===== config.mk =====
export PLATFORM = sky130hd
export DESIGN_NAME = hcad_core
export DESIGN_NICKNAME = d
export VERILOG_FILES = /design/src/core/hcad_pkg.sv /design/src/core/hcad_alu.sv /design/src/core/hcad_core.sv /design/src/core/hcad_data_ram.sv
export SDC_FILE = /design/constraint.sdc
export NUM_CORES = 2
export LEC_CHECK = 0
export BUFFER_PORTS_ARGS = -buffer_cell sky130_fd_sc_hd__clkbuf_2
export CORE_ASPECT_RATIO = 2
export CORE_UTILIZATION = 35
export DETAILED_ROUTE_END_ITERATION = 12
export PLACE_DENSITY_LB_ADDON = 0.3
export SKIP_LAST_GASP = 1
export SLEW_MARGIN = 5
export SYNTH_ARGS = -nofsm -noshare
export SYNTH_HDL_FRONTEND = slang
export SYNTH_SLANG_ARGS = --single-unit

===== constraint.sdc =====
create_clock -name ref_clk -period 16.6 [get_ports ref_clk]
set_clock_uncertainty 0.2 [all_clocks]
set_input_delay 0.83 -clock ref_clk [delete_from_list [all_inputs] [get_ports ref_clk]]
set_output_delay 0.83 -clock ref_clk [all_outputs]
set_load 0.01 [all_outputs]

===== src/core/hcad_pkg.sv =====
package hcad_pkg;

  // Widths of the two independent memories
  localparam int unsigned INSTR_W          = 14;
  localparam int unsigned DATA_W           = 8;
  localparam int unsigned PC_W             = 11;
  localparam int unsigned PCHI_W           = 3;
  localparam int unsigned PROG_WORDS_SMALL = 1024;
  localparam int unsigned PROG_WORDS_LARGE = 2048;
  localparam int unsigned RAM_BYTES        = 224;

  // Instruction word fields
  localparam int unsigned CLS_HI   = 13;
  localparam int unsigned CLS_LO   = 12;
  localparam int unsigned OP_HI    = 11;
  localparam int unsigned OP_LO    = 8;
  localparam int unsigned DEST_BIT = 7;
  localparam int unsigned FADDR_HI = 6;
  localparam int unsigned LIT_HI   = 7;
  localparam int unsigned TGT_HI   = 10;

  // Instruction classes
  localparam logic [1:0] CLS_FILE = 2'h0;
  localparam logic [1:0] CLS_LIT  = 2'h1;
  localparam logic [1:0] CLS_GOTO = 2'h2;

  // Status register layout
  localparam int unsigned ST_C    = 0;
  localparam int unsigned ST_NIB  = 1;
  localparam int unsigned ST_Z    = 2;
  localparam int unsigned ST_BANK = 5;
  localparam logic [7:0]  STATUS_MASK = 8'h27;

  // Special function registers, mirrored in both banks
  localparam logic [6:0] SFR_INDIRECT = 7'h00;
  localparam logic [6:0] SFR_PCL      = 7'h01;
  localparam logic [6:0] SFR_STATUS   = 7'h02;
  localparam logic [6:0] SFR_POINTER  = 7'h03;
  localparam logic [6:0] SFR_PCHI     = 7'h04;
  localparam logic [6:0] SFR_LIMIT    = 7'h10;

  // Offsets that fold both banks of general RAM into one index
  localparam logic [7:0] RAM_BANK0_OFS = 8'h10;
  localparam logic [7:0] RAM_BANK1_OFS = 8'h60;

  // Reset values
  localparam logic [PC_W-1:0]    PC_RESET      = 11'h000;
  localparam logic [INSTR_W-1:0] IR_RESET      = 14'h0000;
  localparam logic [7:0]         ACC_RESET     = 8'h00;
  localparam logic [7:0]         STATUS_RESET  = 8'h00;
  localparam logic [7:0]         POINTER_RESET = 8'h00;
  localparam logic [PCHI_W-1:0]  PCHI_RESET    = 3'h0;

  typedef enum logic [3:0] {
    OP_MOVE, OP_STORE, OP_ADD, OP_SUB, OP_AND, OP_OR, OP_XOR, OP_COM,
    OP_INC, OP_DEC, OP_RL, OP_RR, OP_SWAP, OP_CLR, OP_IDLE0, OP_IDLE1
  } hcad_op_t;

  typedef struct packed {
    logic [PC_W-1:0]    pc;
    logic [INSTR_W-1:0] ir;
    logic               ir_valid;
    logic [7:0]         acc;
    logic [7:0]         status;
    logic [7:0]         pointer;
    logic [PCHI_W-1:0]  pchi;
  } hcad_state_t;

  localparam hcad_state_t STATE_RESET = '{
    pc: PC_RESET, ir: IR_RESET, ir_valid: 1'b0, acc: ACC_RESET,
    status: STATUS_RESET, pointer: POINTER_RESET, pchi: PCHI_RESET
  };

endpackage : hcad_pkg


===== src/core/hcad_alu.sv =====
`timescale 1ns/1ps
module hcad_alu (
  input  wire hcad_pkg::hcad_op_t op,
  input  wire logic [7:0]         a,
  input  wire logic [7:0]         b,
  input  wire logic               cin,
  output logic [7:0]              y,
  output logic                    c_out,
  output logic                    nib_out,
  output logic                    z_out,
  output logic                    c_en,
  output logic                    nib_en,
  output logic                    z_en
);

  logic [8:0] sum9;
  logic [4:0] sum5;
  logic [8:0] dif9;
  logic [4:0] dif5;

  // Two's complement add, and subtract as b plus inverted a plus one
  assign sum9 = {1'b0, b} + {1'b0, a};                      // RULE_11
  assign sum5 = {1'b0, b[3:0]} + {1'b0, a[3:0]};
  assign dif9 = {1'b0, b} + {1'b0, ~a} + 9'h001;            // RULE_16
  assign dif5 = {1'b0, b[3:0]} + {1'b0, ~a[3:0]} + 5'h01;

  // Operation select; the carry out of a subtract is high when no borrow
  always_comb begin
    y       = b;
    c_out   = cin;
    nib_out = 1'b0;
    c_en    = 1'b0;
    nib_en  = 1'b0;
    z_en    = 1'b1;
    case (op)
      hcad_pkg::OP_MOVE:  y = b;
      hcad_pkg::OP_STORE: begin
        y    = a;
        z_en = 1'b0;
      end
      hcad_pkg::OP_ADD: begin
        y       = sum9[7:0];                                // RULE_10
        c_out   = sum9[8];
        nib_out = sum5[4];
        c_en    = 1'b1;                                     // RULE_15
        nib_en  = 1'b1;
      end
      hcad_pkg::OP_SUB: begin
        y       = dif9[7:0];
        c_out   = dif9[8];                                  // RULE_18
        nib_out = dif5[4];                                  // RULE_18
        c_en    = 1'b1;
        nib_en  = 1'b1;
      end
      hcad_pkg::OP_AND:  y = a & b;
      hcad_pkg::OP_OR:   y = a | b;
      hcad_pkg::OP_XOR:  y = a ^ b;
      hcad_pkg::OP_COM:  y = ~b;
      hcad_pkg::OP_INC:  y = b + 8'h01;
      hcad_pkg::OP_DEC:  y = b - 8'h01;
      hcad_pkg::OP_RL: begin
        y     = {b[6:0], cin};                              // RULE_10
        c_out = b[7];
        c_en  = 1'b1;
        z_en  = 1'b0;
      end
      hcad_pkg::OP_RR: begin
        y     = {cin, b[7:1]};
        c_out = b[0];
        c_en  = 1'b1;
        z_en  = 1'b0;
      end
      hcad_pkg::OP_SWAP: begin
        y    = {b[3:0], b[7:4]};
        z_en = 1'b0;
      end
      hcad_pkg::OP_CLR:  y = 8'h00;
      default:           z_en = 1'b0;
    endcase
    z_out = (y == 8'h00);                                   // RULE_17
  end

endmodule : hcad_alu


===== src/core/hcad_core.sv =====
`timescale 1ns/1ps
// Functional notes
// (RULE_01) Separate program and data buses, same cycle
// (RULE_02) Each instruction is one 14-bit word
// (RULE_03) Program port delivers one word per cycle
// (RULE_04) Fetch next while current one executes
// (RULE_05) One cycle each; branches flush, take two
// (RULE_06) Program 1024/2048 words, RAM 224 bytes
// (RULE_07) Special registers, counter too, in data map
// (RULE_08) Direct and indirect data addressing
// (RULE_09) Any operation on any register, any mode
// (RULE_10) 8-bit ALU: add, subtract, shift, logic
// (RULE_11) Arithmetic is two's complement
// (RULE_12) Two operands: accumulator plus register or literal
// (RULE_13) One operand: accumulator or data register
// (RULE_14) 8-bit accumulator with no data address
// (RULE_15) ALU updates carry, nibble and zero flags
// (RULE_16) Subtract: carry and nibble flags are inverted borrow
// (RULE_17) Zero flag set when result is zero
// (RULE_18) Subtract carry high means no borrow
module hcad_core #(
  parameter int unsigned PROG_WORDS = hcad_pkg::PROG_WORDS_LARGE
) (
  input  wire logic                        ref_clk,
  input  wire logic                        rst_n,
  input  wire logic                        ce,
  output logic [hcad_pkg::PC_W-1:0]        prog_addr,
  input  wire logic [hcad_pkg::INSTR_W-1:0] prog_data,
  output logic [7:0]                       acc_out,
  output logic [7:0]                       status_out,
  output logic                             instr_valid
);

  // Only the two documented program store sizes are served
  if (PROG_WORDS != hcad_pkg::PROG_WORDS_SMALL &&
      PROG_WORDS != hcad_pkg::PROG_WORDS_LARGE) begin : g_bad_words
    $error("hcad_core: PROG_WORDS must be 1024 or 2048");      // RULE_06
  end

  localparam logic [hcad_pkg::PC_W-1:0] PC_MASK = hcad_pkg::PC_W'(PROG_WORDS - 1);

  hcad_pkg::hcad_state_t st;
  hcad_pkg::hcad_state_t next_st;

  logic [1:0]          cls;
  hcad_pkg::hcad_op_t  op;
  logic                dest_file;
  logic [6:0]          faddr;
  logic [7:0]          lit;
  logic                exec_file;
  logic                exec_lit;
  logic                exec_goto;
  logic                op_idle;
  logic                op_single;
  logic [7:0]          eff_addr;
  logic                is_sfr;
  logic [7:0]          ram_idx;
  logic [7:0]          ram_rd;
  logic [7:0]          sfr_rd;
  logic [7:0]          file_rd;
  logic [7:0]          alu_b;
  logic [7:0]          alu_y;
  logic                alu_c;
  logic                alu_nib;
  logic                alu_z;
  logic                c_en;
  logic                nib_en;
  logic                z_en;
  logic                wr_file;
  logic                wr_acc;
  logic                ram_wr;
  logic [hcad_pkg::PC_W-1:0] pc_seq;
  logic [hcad_pkg::PC_W-1:0] pc_jump;
  logic [hcad_pkg::PC_W-1:0] pc_computed;

  // Instruction word fields; one word carries a whole instruction
  assign cls       = st.ir[hcad_pkg::CLS_HI:hcad_pkg::CLS_LO];         // RULE_02
  assign op        = hcad_pkg::hcad_op_t'(st.ir[hcad_pkg::OP_HI:hcad_pkg::OP_LO]);
  assign dest_file = st.ir[hcad_pkg::DEST_BIT];
  assign faddr     = st.ir[hcad_pkg::FADDR_HI:0];
  assign lit       = st.ir[hcad_pkg::LIT_HI:0];
  assign op_idle   = (op == hcad_pkg::OP_IDLE0) || (op == hcad_pkg::OP_IDLE1);
  assign op_single = (op >= hcad_pkg::OP_COM) && (op <= hcad_pkg::OP_CLR);

  // A flushed slot executes nothing
  assign exec_file = st.ir_valid && (cls == hcad_pkg::CLS_FILE) && !op_idle;
  assign exec_lit  = st.ir_valid && (cls == hcad_pkg::CLS_LIT) && !op_idle;
  assign exec_goto = st.ir_valid && (cls == hcad_pkg::CLS_GOTO);

  // Address zero redirects through the pointer register
  assign eff_addr = (faddr == hcad_pkg::SFR_INDIRECT) ? st.pointer       // RULE_08
                                                      : {st.status[hcad_pkg::ST_BANK], faddr};
  assign is_sfr   = eff_addr[6:0] < hcad_pkg::SFR_LIMIT;
  assign ram_idx  = eff_addr[7] ? ({1'b0, eff_addr[6:0]} + hcad_pkg::RAM_BANK1_OFS)
                                : ({1'b0, eff_addr[6:0]} - hcad_pkg::RAM_BANK0_OFS);

  // Special register read; the indirect slot reads zero to stop self loops
  always_comb begin
    if (eff_addr[6:0] == hcad_pkg::SFR_PCL) begin
      sfr_rd = st.pc[7:0];                                             // RULE_07
    end else if (eff_addr[6:0] == hcad_pkg::SFR_STATUS) begin
      sfr_rd = st.status;
    end else if (eff_addr[6:0] == hcad_pkg::SFR_POINTER) begin
      sfr_rd = st.pointer;
    end else if (eff_addr[6:0] == hcad_pkg::SFR_PCHI) begin
      sfr_rd = {{(8 - hcad_pkg::PCHI_W){1'b0}}, st.pchi};
    end else begin
      sfr_rd = 8'h00;
    end
  end

  // No special cases: every operand source feeds the same ALU
  assign file_rd = is_sfr ? sfr_rd : ram_rd;                           // RULE_09
  // Single-operand literal forms work on the accumulator and ignore the literal field
  assign alu_b   = !exec_lit ? file_rd : (op_single ? st.acc : lit);   // RULE_12 RULE_13

  // Accumulator is always the other input and has no data address
  hcad_alu u_alu (                                                     // RULE_14
    .op      (op),
    .a       (st.acc),
    .b       (alu_b),
    .cin     (st.status[hcad_pkg::ST_C]),
    .y       (alu_y),
    .c_out   (alu_c),
    .nib_out (alu_nib),
    .z_out   (alu_z),
    .c_en    (c_en),
    .nib_en  (nib_en),
    .z_en    (z_en)
  );

  // Store always targets the file; literal results always land in the accumulator
  assign wr_file = exec_file && (dest_file || (op == hcad_pkg::OP_STORE));
  assign wr_acc  = exec_lit || (exec_file && !dest_file && (op != hcad_pkg::OP_STORE));
  assign ram_wr  = rst_n && ce && wr_file && !is_sfr;                  // A reset edge must not commit a store

  // Data memory has its own bus, so it runs alongside the program fetch
  hcad_data_ram #(
    .DEPTH (hcad_pkg::RAM_BYTES)                                       // RULE_06
  ) u_ram (                                                            // RULE_01
    .ref_clk (ref_clk),
    .ce      (ce),
    .wr_en   (ram_wr),
    .wr_idx  (ram_idx),
    .wr_data (alu_y),
    .rd_idx  (ram_idx),
    .rd_data (ram_rd)
  );

  assign pc_seq      = (st.pc + 11'h001) & PC_MASK;
  assign pc_jump     = st.ir[hcad_pkg::TGT_HI:0] & PC_MASK;
  assign pc_computed = {st.pchi, alu_y} & PC_MASK;

  // Next state: fetch and execute overlap every cycle
  always_comb begin
    next_st          = st;
    next_st.ir       = prog_data;                                      // RULE_03 RULE_04
    next_st.ir_valid = 1'b1;
    next_st.pc       = pc_seq;
    if (wr_acc) begin
      next_st.acc = alu_y;
    end
    // Writes to special registers, program counter included
    if (wr_file && is_sfr) begin
      if (eff_addr[6:0] == hcad_pkg::SFR_PCL) begin
        next_st.pc       = pc_computed;                                // RULE_07
        next_st.ir_valid = 1'b0;                                       // RULE_05
      end else if (eff_addr[6:0] == hcad_pkg::SFR_STATUS) begin
        next_st.status = alu_y & hcad_pkg::STATUS_MASK;
      end else if (eff_addr[6:0] == hcad_pkg::SFR_POINTER) begin
        next_st.pointer = alu_y;
      end else if (eff_addr[6:0] == hcad_pkg::SFR_PCHI) begin
        next_st.pchi = alu_y[hcad_pkg::PCHI_W-1:0];
      end
    end
    // Flags override a direct write to status in the same cycle
    if (exec_file || exec_lit) begin
      if (c_en) begin
        next_st.status[hcad_pkg::ST_C] = alu_c;                        // RULE_15 RULE_16
      end
      if (nib_en) begin
        next_st.status[hcad_pkg::ST_NIB] = alu_nib;                    // RULE_16
      end
      if (z_en) begin
        next_st.status[hcad_pkg::ST_Z] = alu_z;                        // RULE_17
      end
    end
    // The prefetched word is stale after a jump, so it is dropped
    if (exec_goto) begin
      next_st.pc       = pc_jump;
      next_st.ir_valid = 1'b0;                                         // RULE_05
    end
  end

  // All state in one register; clock enable low holds everything
  always_ff @(posedge ref_clk) begin
    if (!rst_n) begin
      st <= hcad_pkg::STATE_RESET;
    end else if (ce) begin
      st <= next_st;
    end
  end

  assign prog_addr   = st.pc;
  assign acc_out     = st.acc;
  assign status_out  = st.status;
  assign instr_valid = st.ir_valid;

  // Checks tied to the logic above
  AST_FETCH_WORD: assert property (@(posedge ref_clk) disable iff (!rst_n)     // RULE_03
    (ce && !exec_goto && !(wr_file && is_sfr && eff_addr[6:0] == hcad_pkg::SFR_PCL))
      |=> (instr_valid && st.ir == $past(prog_data)))
    else $error("fetched word not captured in one cycle");

  AST_PIPE_STEP: assert property (@(posedge ref_clk) disable iff (!rst_n)      // RULE_04
    (ce && !exec_goto && !wr_file) |=> (prog_addr == (($past(prog_addr) + 11'h001) & PC_MASK)))
    else $error("fetch address did not advance by one");

  AST_BRANCH_TWO: assert property (@(posedge ref_clk) disable iff (!rst_n)     // RULE_05
    (ce && exec_goto) |=> ((!instr_valid && prog_addr == ($past(st.ir[10:0]) & PC_MASK))
      and (ce |=> instr_valid)))
    else $error("branch did not flush exactly one slot");

  AST_PCL_WRITE: assert property (@(posedge ref_clk) disable iff (!rst_n)      // RULE_07
    (ce && wr_file && is_sfr && eff_addr[6:0] == hcad_pkg::SFR_PCL)
      |=> (prog_addr[7:0] == $past(alu_y) && !instr_valid))
    else $error("write to program counter low byte lost");

  AST_LIT_ADD: assert property (@(posedge ref_clk) disable iff (!rst_n)        // RULE_12
    (ce && exec_lit && op == hcad_pkg::OP_ADD)
      |=> (acc_out == 8'($past(lit) + $past(st.acc))
           && status_out[hcad_pkg::ST_C] == ((9'($past(lit)) + 9'($past(st.acc))) > 9'h0ff)))
    else $error("literal add result or carry wrong");

  AST_SUB_BORROW: assert property (@(posedge ref_clk) disable iff (!rst_n)     // RULE_18
    (ce && exec_lit && op == hcad_pkg::OP_SUB)
      |=> (status_out[hcad_pkg::ST_C] == ($past(lit) >= $past(st.acc))
           && status_out[hcad_pkg::ST_NIB] == ($past(lit[3:0]) >= $past(st.acc[3:0]))))
    else $error("subtract borrow flags wrong");

  AST_ZERO_FLAG: assert property (@(posedge ref_clk) disable iff (!rst_n)      // RULE_17
    (ce && exec_lit && op == hcad_pkg::OP_XOR)
      |=> (status_out[hcad_pkg::ST_Z] == ($past(lit) == $past(st.acc))))
    else $error("zero flag does not follow result");

  AST_FREEZE: assert property (@(posedge ref_clk) disable iff (!rst_n)
    (!ce) |=> ($stable(prog_addr) && $stable(acc_out) && $stable(status_out)))
    else $error("state moved while clock enable low");

  AST_ACC_STORE: assert property (@(posedge ref_clk) disable iff (!rst_n)      // RULE_14
    (ce && exec_file && op == hcad_pkg::OP_STORE) |=> $stable(acc_out))
    else $error("store altered the accumulator");

  // Each store to the data memory lands in the same cycle as a fetch
  AST_DATA_PARALLEL: assert property (@(posedge ref_clk) disable iff (!rst_n)  // RULE_01
    ram_wr
      |=> (instr_valid && u_ram.st.mem[$past(ram_idx)] == $past(alu_y)))
    else $error("data store did not land beside the fetch");

  AST_PC_RANGE: assert property (@(posedge ref_clk) disable iff (!rst_n)       // RULE_06
    (prog_addr & ~PC_MASK) == 11'h000)
    else $error("fetch address beyond the fitted program store");

  AST_STATUS_READ: assert property (@(posedge ref_clk) disable iff (!rst_n)    // RULE_07
    (ce && exec_file && !dest_file && op == hcad_pkg::OP_MOVE && eff_addr[6:0] == hcad_pkg::SFR_STATUS)
      |=> (acc_out == $past(status_out)))
    else $error("status not readable as data");

  AST_PCL_READ: assert property (@(posedge ref_clk) disable iff (!rst_n)       // RULE_07
    (ce && exec_file && !dest_file && op == hcad_pkg::OP_MOVE && eff_addr[6:0] == hcad_pkg::SFR_PCL)
      |=> (acc_out == $past(prog_addr[7:0])))
    else $error("program counter not readable as data");

  AST_FILE_READ: assert property (@(posedge ref_clk) disable iff (!rst_n)      // RULE_09
    (ce && exec_file && !dest_file && op == hcad_pkg::OP_MOVE && !is_sfr)
      |=> (acc_out == $past(ram_rd)))
    else $error("data register not moved to the accumulator");

  AST_RL_RESULT: assert property (@(posedge ref_clk) disable iff (!rst_n)      // RULE_10
    (ce && exec_file && !dest_file && op == hcad_pkg::OP_RL)
      |=> (acc_out == {$past(file_rd[6:0]), $past(status_out[hcad_pkg::ST_C])}
           && status_out[hcad_pkg::ST_C] == $past(file_rd[7])))
    else $error("rotate left through carry wrong");

  AST_RR_CARRY: assert property (@(posedge ref_clk) disable iff (!rst_n)       // RULE_15
    (ce && exec_file && op == hcad_pkg::OP_RR)
      |=> (status_out[hcad_pkg::ST_C] == $past(file_rd[0])))
    else $error("rotate right did not move bit 0 into carry");

  AST_SINGLE_ACC: assert property (@(posedge ref_clk) disable iff (!rst_n)     // RULE_13
    (ce && exec_lit && op == hcad_pkg::OP_COM)
      |=> (acc_out == ~$past(acc_out)))
    else $error("single-operand literal form did not use the accumulator");

  AST_NIB_ADD: assert property (@(posedge ref_clk) disable iff (!rst_n)        // RULE_15
    (ce && exec_lit && op == hcad_pkg::OP_ADD)
      |=> (status_out[hcad_pkg::ST_NIB] == ((5'($past(lit[3:0])) + 5'($past(st.acc[3:0]))) > 5'h0f)))
    else $error("nibble carry of add wrong");

  AST_AND_KEEP: assert property (@(posedge ref_clk) disable iff (!rst_n)       // RULE_10
    (ce && exec_lit && op == hcad_pkg::OP_AND)
      |=> (acc_out == ($past(lit) & $past(acc_out)) && $stable(status_out[hcad_pkg::ST_NIB:hcad_pkg::ST_C])))
    else $error("logic operation wrong or touched carry");

  AST_SUB_RESULT: assert property (@(posedge ref_clk) disable iff (!rst_n)     // RULE_11
    (ce && exec_lit && op == hcad_pkg::OP_SUB)
      |=> (acc_out == 8'($past(lit) - $past(acc_out))))
    else $error("two's complement subtract wrong");

endmodule : hcad_core


===== src/core/hcad_data_ram.sv =====
`timescale 1ns/1ps
module hcad_data_ram #(
  parameter int unsigned DEPTH = hcad_pkg::RAM_BYTES
) (
  input  wire logic       ref_clk,
  input  wire logic       ce,
  input  wire logic       wr_en,
  input  wire logic [7:0] wr_idx,
  input  wire logic [7:0] wr_data,
  input  wire logic [7:0] rd_idx,
  output logic [7:0]      rd_data
);

  if (DEPTH == 0 || DEPTH > 256) begin : g_bad_depth
    $error("hcad_data_ram: DEPTH must lie in 1..256");
  end

  typedef struct packed {
    logic [DEPTH-1:0][7:0] mem;
  } hcad_ram_t;

  hcad_ram_t st;
  hcad_ram_t next_st;

  // Asynchronous read so an operand is ready in its own execute cycle
  assign rd_data = (32'(rd_idx) < DEPTH) ? st.mem[rd_idx] : 8'h00;

  // Write port; contents are data, so reset leaves them alone
  always_comb begin
    next_st = st;
    if (wr_en && (32'(wr_idx) < DEPTH)) begin
      next_st.mem[wr_idx] = wr_data;
    end
  end

  // Clock enable freezes the array with the rest of the core
  always_ff @(posedge ref_clk) begin
    if (ce) begin
      st <= next_st;
    end
  end

endmodule : hcad_data_ram


== Word level (Yosys, flattened, before mapping) ==
Cells that the tools add are included.

* Bits in registers: 1,841
* Logic and storage cells: 355

* $add $sub $neg: 11
* $lt $le $gt $ge: 6
* Equal/unequal tests: 23
* Multiplexer cells: 38
* Bitwise logic cells: 9
* Reduce and logical (&&, ||, !) cells: 35

{| class="wikitable"
|+ Operators with widths
! kind !! count
|-
| 1792-bit bitwise mux || 1
|-
| 8-bit case mux with 13 select lines || 1
|-
| 8-bit two-way mux || 12
|-
| 8-bit binary-select mux with 8-bit select || 1
|-
| 8-bit demux with 8-bit select || 1
|-
| 11-bit two-way mux || 4
|-
| 4-bit equality test (second input constant) || 8
|-
| 14-bit two-way mux || 2
|-
| 8-bit by 8-bit adder with 9-bit output || 2
|-
| 4-bit by 3-bit equality test with 1-bit output (second input constant) || 4
|-
| 8-bit NOT || 2
|-
| 1-bit logical AND || 15
|-
| 3-bit two-way mux || 5
|-
| 7-bit by 2-bit equality test with 1-bit output (second input constant) || 2
|-
| 11-bit by 1-bit adder with 11-bit output (second input constant) || 1
|-
| 4-bit by 4-bit adder with 5-bit output || 2
|-
| 10-bit OR reduction || 1
|-
| 9-bit by 1-bit adder with 9-bit output (second input constant) || 1
|-
| 8-bit by 9-bit less-than comparator with 1-bit output (second input constant) || 1
|-
| 1-bit two-way mux || 9
|-
| 7-bit by 7-bit adder with 8-bit output (second input constant) || 1
|-
| 8-bit by 1-bit adder with 8-bit output (second input constant) || 1
|-
| 8-bit AND || 1
|-
| 4-bit by 2-bit equality test with 1-bit output (second input constant) || 2
|-
| other kinds (33) || 42
|}

== Logic depth before layout (Yosys ltp) ==
* Depth after elaboration: 19
* Gate-level depth with buffers: 33
* Mapped depth without buffers: 30

== Modules after synthesis ==
Synthesis repeated with hierarchy kept, for this count alone.

* Cell total of the unflattened synthesis: 4,084
* Area, all modules: 75,388.6 µm²

{| class="wikitable"
|+ By module, submodules not included
! module !! times used !! cells each !! area each (µm²)
|-
| hcad_data_ram || 1 || 3,349 || 69,804.4
|-
| hcad_core || 1 || 397 || 3,300.7
|-
| hcad_alu || 1 || 338 || 2,283.4
|}

== Worst setup path before layout ==
No wires, ideal clock.

* Path type: reg2reg
* Start point: register st (netlist bit faddr[2])
* End point: register u_ram.st[1004] (netlist name), data pin
* Library setup time: 1.985 ns
* Data arrival time: 13.545 ns
* Path slack: 0.870 ns
* Stages on the path, launching flop included: 22
* Buffers on the path: 5
* Period minus slack after synthesis: 15.730 ns
* Path through: dfxtp_1 -> buf_2 -> or4_1 -> buf_2 -> nor2_2 -> a21oi_1 -> ha_1 -> a21bo_2 -> a41o_1 -> and4_1 -> clkbuf_1 -> o21ai_0 -> clkbuf_1 -> a41oi_1 -> a2111o_1 -> o31ai_4 -> ha_1 -> clkbuf_1 -> a21oi_1 -> o21ai_1 -> xnor2_1 -> o21ai_0

* Word-level cells in the longest chain between the ends: 13
* Elaborated cells between the ends (all ways): 37
* Classes of those cells: 7 x add/sub; 4 x order compare; 4 x eq/ne; 16 x mux; 4 x bitwise; 2 x reduce/logical

{| class="wikitable"
|+ Ends and longest elaborated chain
! element !! RTL line !! source
|-
| from (decl) || hcad_core.sv:42 || <nowiki>hcad_pkg::hcad_state_t st;</nowiki>
|-
| from (signal assigned) || hcad_core.sv:198 || <nowiki>st <= hcad_pkg::STATE_RESET;</nowiki>
|-
| from (signal assigned) || hcad_core.sv:200 || <nowiki>st <= next_st;</nowiki>
|-
| 7-bit zero test || hcad_core.sv:91 || <nowiki>assign eff_addr = (faddr == hcad_pkg::SFR_INDIRECT) ? st.pointer</nowiki>
|-
| 8-bit two-way mux || hcad_core.sv:91 ||
|-
| 7-bit by 5-bit subtractor with 8-bit output (tied with other cells) || hcad_core.sv:95 || <nowiki>: ({1'b0, eff_addr[6:0]} - hcad_pkg::RAM_BANK0_OFS);</nowiki>
|-
| 8-bit two-way mux / 3-bit two-way mux (equally long branches) || hcad_core.sv:94, hcad_core.sv:105 ||
|-
| 8-bit binary-select mux with 8-bit select / 8-bit two-way mux (equally long branches) || hcad_data_ram.sv:26, hcad_core.sv:103 ||
|-
| 8-bit two-way mux, on equally long branches || hcad_data_ram.sv:26, hcad_core.sv:101 ||
|-
| 8-bit two-way mux, on equally long branches || hcad_data_ram.sv:26, hcad_core.sv:99 ||
|-
| 8-bit two-way mux || hcad_core.sv:113 || <nowiki>assign file_rd = is_sfr ? sfr_rd : ram_rd;</nowiki>
|-
| 8-bit two-way mux * || hcad_core.sv:115 || <nowiki>assign alu_b = !exec_lit ? file_rd : (op_single ? st.acc : lit);</nowiki>
|-
| 8-bit by 8-bit adder with 9-bit output || hcad_alu.sv:24 || <nowiki>assign dif9 = {1'b0, b} + {1'b0, ~a} + 9'h001;</nowiki>
|-
| 9-bit by 1-bit adder with 9-bit output || hcad_alu.sv:24 ||
|-
| 8-bit case mux with 13 select lines * || hcad_alu.sv:35 || <nowiki>case (op)</nowiki>
|-
| named net alu_y[4] || hcad_core.sv:62 || <nowiki>logic [7:0] alu_y;</nowiki>
|-
| 1792-bit bitwise mux * || hcad_data_ram.sv:32 || <nowiki>next_st.mem[wr_idx] = wr_data;</nowiki>
|-
| to (signal assigned) || hcad_data_ram.sv:39 || <nowiki>st <= next_st;</nowiki>
|-
| to (decl) || hcad_data_ram.sv:22 || <nowiki>hcad_ram_t st;</nowiki>
|}

The timed path passes the listed nets; every way through them passes the cells marked *. The select of a mux whose other input is x is not followed.
A chain may end at the register's enable or synchronous reset.

== Worst setup path after layout ==
* Start point: register st (netlist bit faddr[2])
* End point: register u_ram.st[367] (netlist name), data pin

Same word-level chain as after synthesis.

==> report_table.html <==
<table>
<tr><th>Metric</th><th>Value</th></tr>
<tr><th colspan="2">Timing</th></tr>
<tr><td>Actual slew at the worst max-slew pin</td><td>1.50 ns</td></tr>
<tr><td>Final setup violation count</td><td>0</td></tr>
<tr><td>Final Max Tran Viols</td><td>1</td></tr>
<tr><td>Min Tclk post-route</td><td>11.77 ns</td></tr>
<tr><td>Relative max-transition margin</td><td>-0.00881</td></tr>
<tr><td>Max Fclk</td><td>85.0 MHz</td></tr>
<tr><td>RSZ-0062 raised after global routing</td><td>false</td></tr>
<tr><td>Post-Route Setup TNS</td><td>0 ns</td></tr>
<tr><td>Hold violation count in the final report</td><td>0</td></tr>
<tr><td>Fraction of the cycle the final worst path needs</td><td>0.709</td></tr>
<tr><th colspan="2">Finish</th></tr>
<tr><td>Final Instance Area</td><td>0.0801 mm²</td></tr>
<tr><td>Fraction of layout cells with a size suffix above 1</td><td>0.103</td></tr>
<tr><td>Commonest non-fill, non-tap cell in the layout</td><td>sky130_fd_sc_hd__edfxtp_1</td></tr>
<tr><td>Area delta synth-&gt;final</td><td>11.5%</td></tr>
<tr><td># nets final</td><td>4745</td></tr>
<tr><td>Top library cells by usage in the layout, fill and taps aside</td><td>sky130_fd_sc_hd__edfxtp_1 (1792), sky130_fd_sc_hd__o22ai_1 (717), sky130_fd_sc_hd__nor2_1 (429)</td></tr>
<tr><th colspan="2">Synthesis</th></tr>
<tr><td>Synth Instances</td><td>4716</td></tr>
<tr><td>Number of enable flip-flop cells after synthesis</td><td>1792</td></tr>
<tr><td>Mapped cell area</td><td>0.0718 mm²</td></tr>
<tr><td>Number of warnings issued by yosys</td><td>0</td></tr>
<tr><td>Synthesized area per cell</td><td>15.2 µm²</td></tr>
<tr><td>Proportion of register bits with asynchronous set or reset after synthesis</td><td>0</td></tr>
<tr><td>Portion of the post-synthesis area used by sequential elements</td><td>0.763</td></tr>
<tr><td>Top_reg_cell synth</td><td>sky130_fd_sc_hd__edfxtp_1</td></tr>
<tr><td>Number of distinct library cell variants in the gate-level netlist after synthesis</td><td>105</td></tr>
<tr><td>Total of flip-flops plus latches after synthesis</td><td>1841</td></tr>
<tr><th colspan="2">CTS</th></tr>
<tr><td>CTS H-tree depth</td><td>4</td></tr>
<tr><td>Post-CTS sizing</td><td>0</td></tr>
<tr><td>Largest buffer count on any clock path</td><td>4</td></tr>
<tr><td>Setup Fix Bufs, Post-CTS</td><td>0</td></tr>
<tr><td>Clock tree from TritonCTS</td><td>done</td></tr>
<tr><td>Worst skew pair latency</td><td>0.83 ns</td></tr>
<tr><td>CTS buffer count</td><td>154</td></tr>
<tr><td>Clock slew at the register clock pins of the worst setup and hold paths</td><td>0.07 ns</td></tr>
<tr><td>CTS Root Cell</td><td>sky130_fd_sc_hd__clkbuf_16</td></tr>
<tr><td>Post-cts hold buffer count</td><td>0</td></tr>
<tr><td>Count of clock tree sinks</td><td>1841</td></tr>
<tr><th colspan="2">Critical path</th></tr>
<tr><td>Worst path max stage delay</td><td>1.16 ns</td></tr>
<tr><td>WS Path Type</td><td>reg -&gt; reg</td></tr>
<tr><td>Highest net fanout along the worst path</td><td>125</td></tr>
<tr><td>Critical-path top delay cell</td><td>sky130_fd_sc_hd__o21ai_0</td></tr>
<tr><td>Cell type with the highest occurrence count on the critical path</td><td>sky130_fd_sc_hd__a21oi_1</td></tr>
<tr><td>Type of element capturing the critical path</td><td>flop</td></tr>
<tr><td>Data required time of the worst path</td><td>16.81 ns</td></tr>
<tr><td>Worst EP arrival</td><td>11.98 ns</td></tr>
<tr><td>Critical Path Source</td><td>faddr[2]</td></tr>
<tr><td>Sort of element at the start of the critical path</td><td>flop</td></tr>
<tr><td>Worst flop-to-flop path startpoint</td><td>faddr[2]</td></tr>
<tr><th colspan="2">Route</th></tr>
<tr><td>Via-per-instance ratio</td><td>6.16</td></tr>
<tr><td>Drt first pass iters</td><td>6</td></tr>
<tr><td>Detail Route Antenna Nets</td><td>0</td></tr>
<tr><td>Number of remaining DRC errors</td><td>0</td></tr>
<tr><td>Total via count after detailed routing</td><td>46300</td></tr>
<tr><td>Iteration-0 DRC Markers</td><td>5641</td></tr>
<tr><td>Final routed wire length divided by cell count</td><td>35.3 µm</td></tr>
<tr><td>Total routed wirelength</td><td>265 mm</td></tr>
<tr><th colspan="2">Global routing</th></tr>
<tr><td>All-layer global routing usage</td><td>0.250</td></tr>
<tr><td>Total global routing overflow</td><td>0</td></tr>
<tr><td>Via count of the first global-routing pass</td><td>45700</td></tr>
<tr><td>Wire length of the first global-routing pass</td><td>363 mm</td></tr>
<tr><td>Largest net degree at the start of global routing</td><td>126</td></tr>
<tr><td>Number of antenna violations at the first check in global routing</td><td>4</td></tr>
<tr><th colspan="2">Outcome</th></tr>
<tr><td>Outcome</td><td>finished, violations left</td></tr>
<tr><td>Violations in the final reports</td><td>max-capacitance violations, max-slew violations</td></tr>
<tr><th colspan="2">Power</th></tr>
<tr><td>Leakage power figure</td><td>0.0242 µW</td></tr>
<tr><td>Peak ir drop on the vdd network</td><td>0.0000712 V</td></tr>
<tr><td>Total power</td><td>10200 µW</td></tr>
<tr><td>Power density relative to cell area</td><td>127 mW/mm²</td></tr>
<tr><th colspan="2">Placed design</th></tr>
<tr><td>GPL Wtd Cong</td><td>0.936</td></tr>
<tr><td>Placed Instance Area</td><td>0.0751 mm²</td></tr>
<tr><td># port buffers</td><td>40</td></tr>
<tr><td>Placed wire-length estimate after detailed placement</td><td>167 mm</td></tr>
<tr><th colspan="2">Floorplanning</th></tr>
<tr><td>Top Ports</td><td>45</td></tr>
<tr><td>Die W</td><td>322 µm</td></tr>
<tr><td>Chip height</td><td>643 µm</td></tr>
<tr><td>Total die area</td><td>0.207 mm²</td></tr>
<tr><td>Starting utilization of the core area</td><td>0.353</td></tr>
<tr><td>CORE AREA</td><td>0.203 mm²</td></tr>
<tr><td>Placement Rows</td><td>234</td></tr>
<tr><th colspan="2">Worst hold path</th></tr>
<tr><td>Hold_sp</td><td>prog_data[9]</td></tr>
<tr><td>Worst Hold Class</td><td>in -&gt; reg</td></tr>
<tr><th colspan="2">Flow run</th></tr>
<tr><td>Maxcap violations</td><td>1</td></tr>
</table>
per-stage QoR:
step | utilization | cells | hold WS, ns | setup slack, ns
6_report | 0.393 | 7515 | 0.0721 | 4.83
5_1_grt | 0.393 | 7512 | 0.0898 | 4.83
4_1_cts | 0.393 | 7511 | 0.0411 | 5.09
3_5_place_dp | 0.369 | 7247 | 0.303 | 5.12
3_3_place_gp | 0.369 | 7246 | 0.305 | 5.11
2_1_floorplan | - | 4719 | 0.271 | 0.870
worst max-delay path: cells and delay by family (launching register included):
family                     cells  cell delay [ns]
buffers and inverters          6             3.42
adders and majority gates      1             0.29
DFF                            1             0.50
muxes                          1             0.16
AOI/OAI and AO/OA             17             5.48
and+or+nand+nor                4             1.00
power by group:
part	switching [µW]	internal, µW
Combinational	841	192
Sequential	13.0	5370
Clock	1680	2060
Total	2540	7620
cell usage after synthesis (23+ instances only):
library cell | instances | area share
sky130_fd_sc_hd__o22ai_1 | 719 | 0.063
sky130_fd_sc_hd__nand2_1 | 102 | 0.0053
sky130_fd_sc_hd__buf_1 | 35 | 0.0018
sky130_fd_sc_hd__clkbuf_1 | 143 | 0.0075
sky130_fd_sc_hd__edfxtp_1 | 1792 | 0.75
sky130_fd_sc_hd__a31oi_1 | 33 | 0.0029
sky130_fd_sc_hd__inv_1 | 46 | 0.0024
sky130_fd_sc_hd__buf_4 | 34 | 0.0036
sky130_fd_sc_hd__mux2i_1 | 37 | 0.0052
sky130_fd_sc_hd__o21ai_0 | 276 | 0.019
sky130_fd_sc_hd__dfxtp_1 | 49 | 0.014
sky130_fd_sc_hd__nand3_1 | 41 | 0.0029
sky130_fd_sc_hd__a21oi_1 | 134 | 0.0093
sky130_fd_sc_hd__buf_2 | 133 | 0.0093
sky130_fd_sc_hd__ha_1 | 36 | 0.0063
sky130_fd_sc_hd__a222oi_1 | 30 | 0.0042
sky130_fd_sc_hd__nor2_1 | 429 | 0.022
sky130_fd_sc_hd__a22oi_1 | 106 | 0.011
sky130_fd_sc_hd__o22a_1 | 23 | 0.0028
sky130_fd_sc_hd__nor3_1 | 59 | 0.0041
final cells by class:
cell class | count | area, µm²
inverter | 47 | 191
clock inverter | 79 | 855
fill | 18700 | 123000
sequential | 1841 | 54800
tap | 2714 | 3400
antenna | 4 | 10.0
timing repair buffer | 173 | 1280
clock buffer | 185 | 4130
multi-input combinational | 2472 | 15400
metal layers:
metal / vias up / routed length, µm / track usage / share of wire
met1: 23700 / 84600 / 0.260 / 0.32
met4: 2 / 27700 / 0.223 / 0.10
met5: - / 13 / 0 / 0.000049
met3: 800 / 18700 / 0.0326 / 0.071
met2: 2762 / 134000 / 0.438 / 0.51
li1: 19000 / - / - / -
path summary, 6_finish.rpt:
check | end | slack (ns) | depth (start not counted)
worst min register to register | prog_addr[10] | 0.31 | 2
worst max register to register | u_ram.st[367] | 4.83 | 29
worst max-delay path | u_ram.st[367] | 4.83 | 29
worst min-delay path | op[1] | 0.07 | 3
cells by family after synthesis:
kind of cell / Yosys count / synth area share
DFF: 1841 / 0.763
AOI/OAI and AO/OA: 1597 / 0.146
and+or+nand+nor: 772 / 0.0486
buffers and inverters: 406 / 0.0267
muxes: 40 / 0.00563
adders and majority gates: 39 / 0.00711
xor gates and xnor gates: 20 / 0.00244
other: 1 / 0.0000522
state kept, by name, indices dropped and copies added (netlist names):
name and flops:
dest_file 1, u_ram.st 1792, status_out 4, cls 2
op 4, faddr 7, prog_addr 11, st 8
instr_valid 1, acc_out 8, pc_computed 3
(Power assumes the default switching activity.)
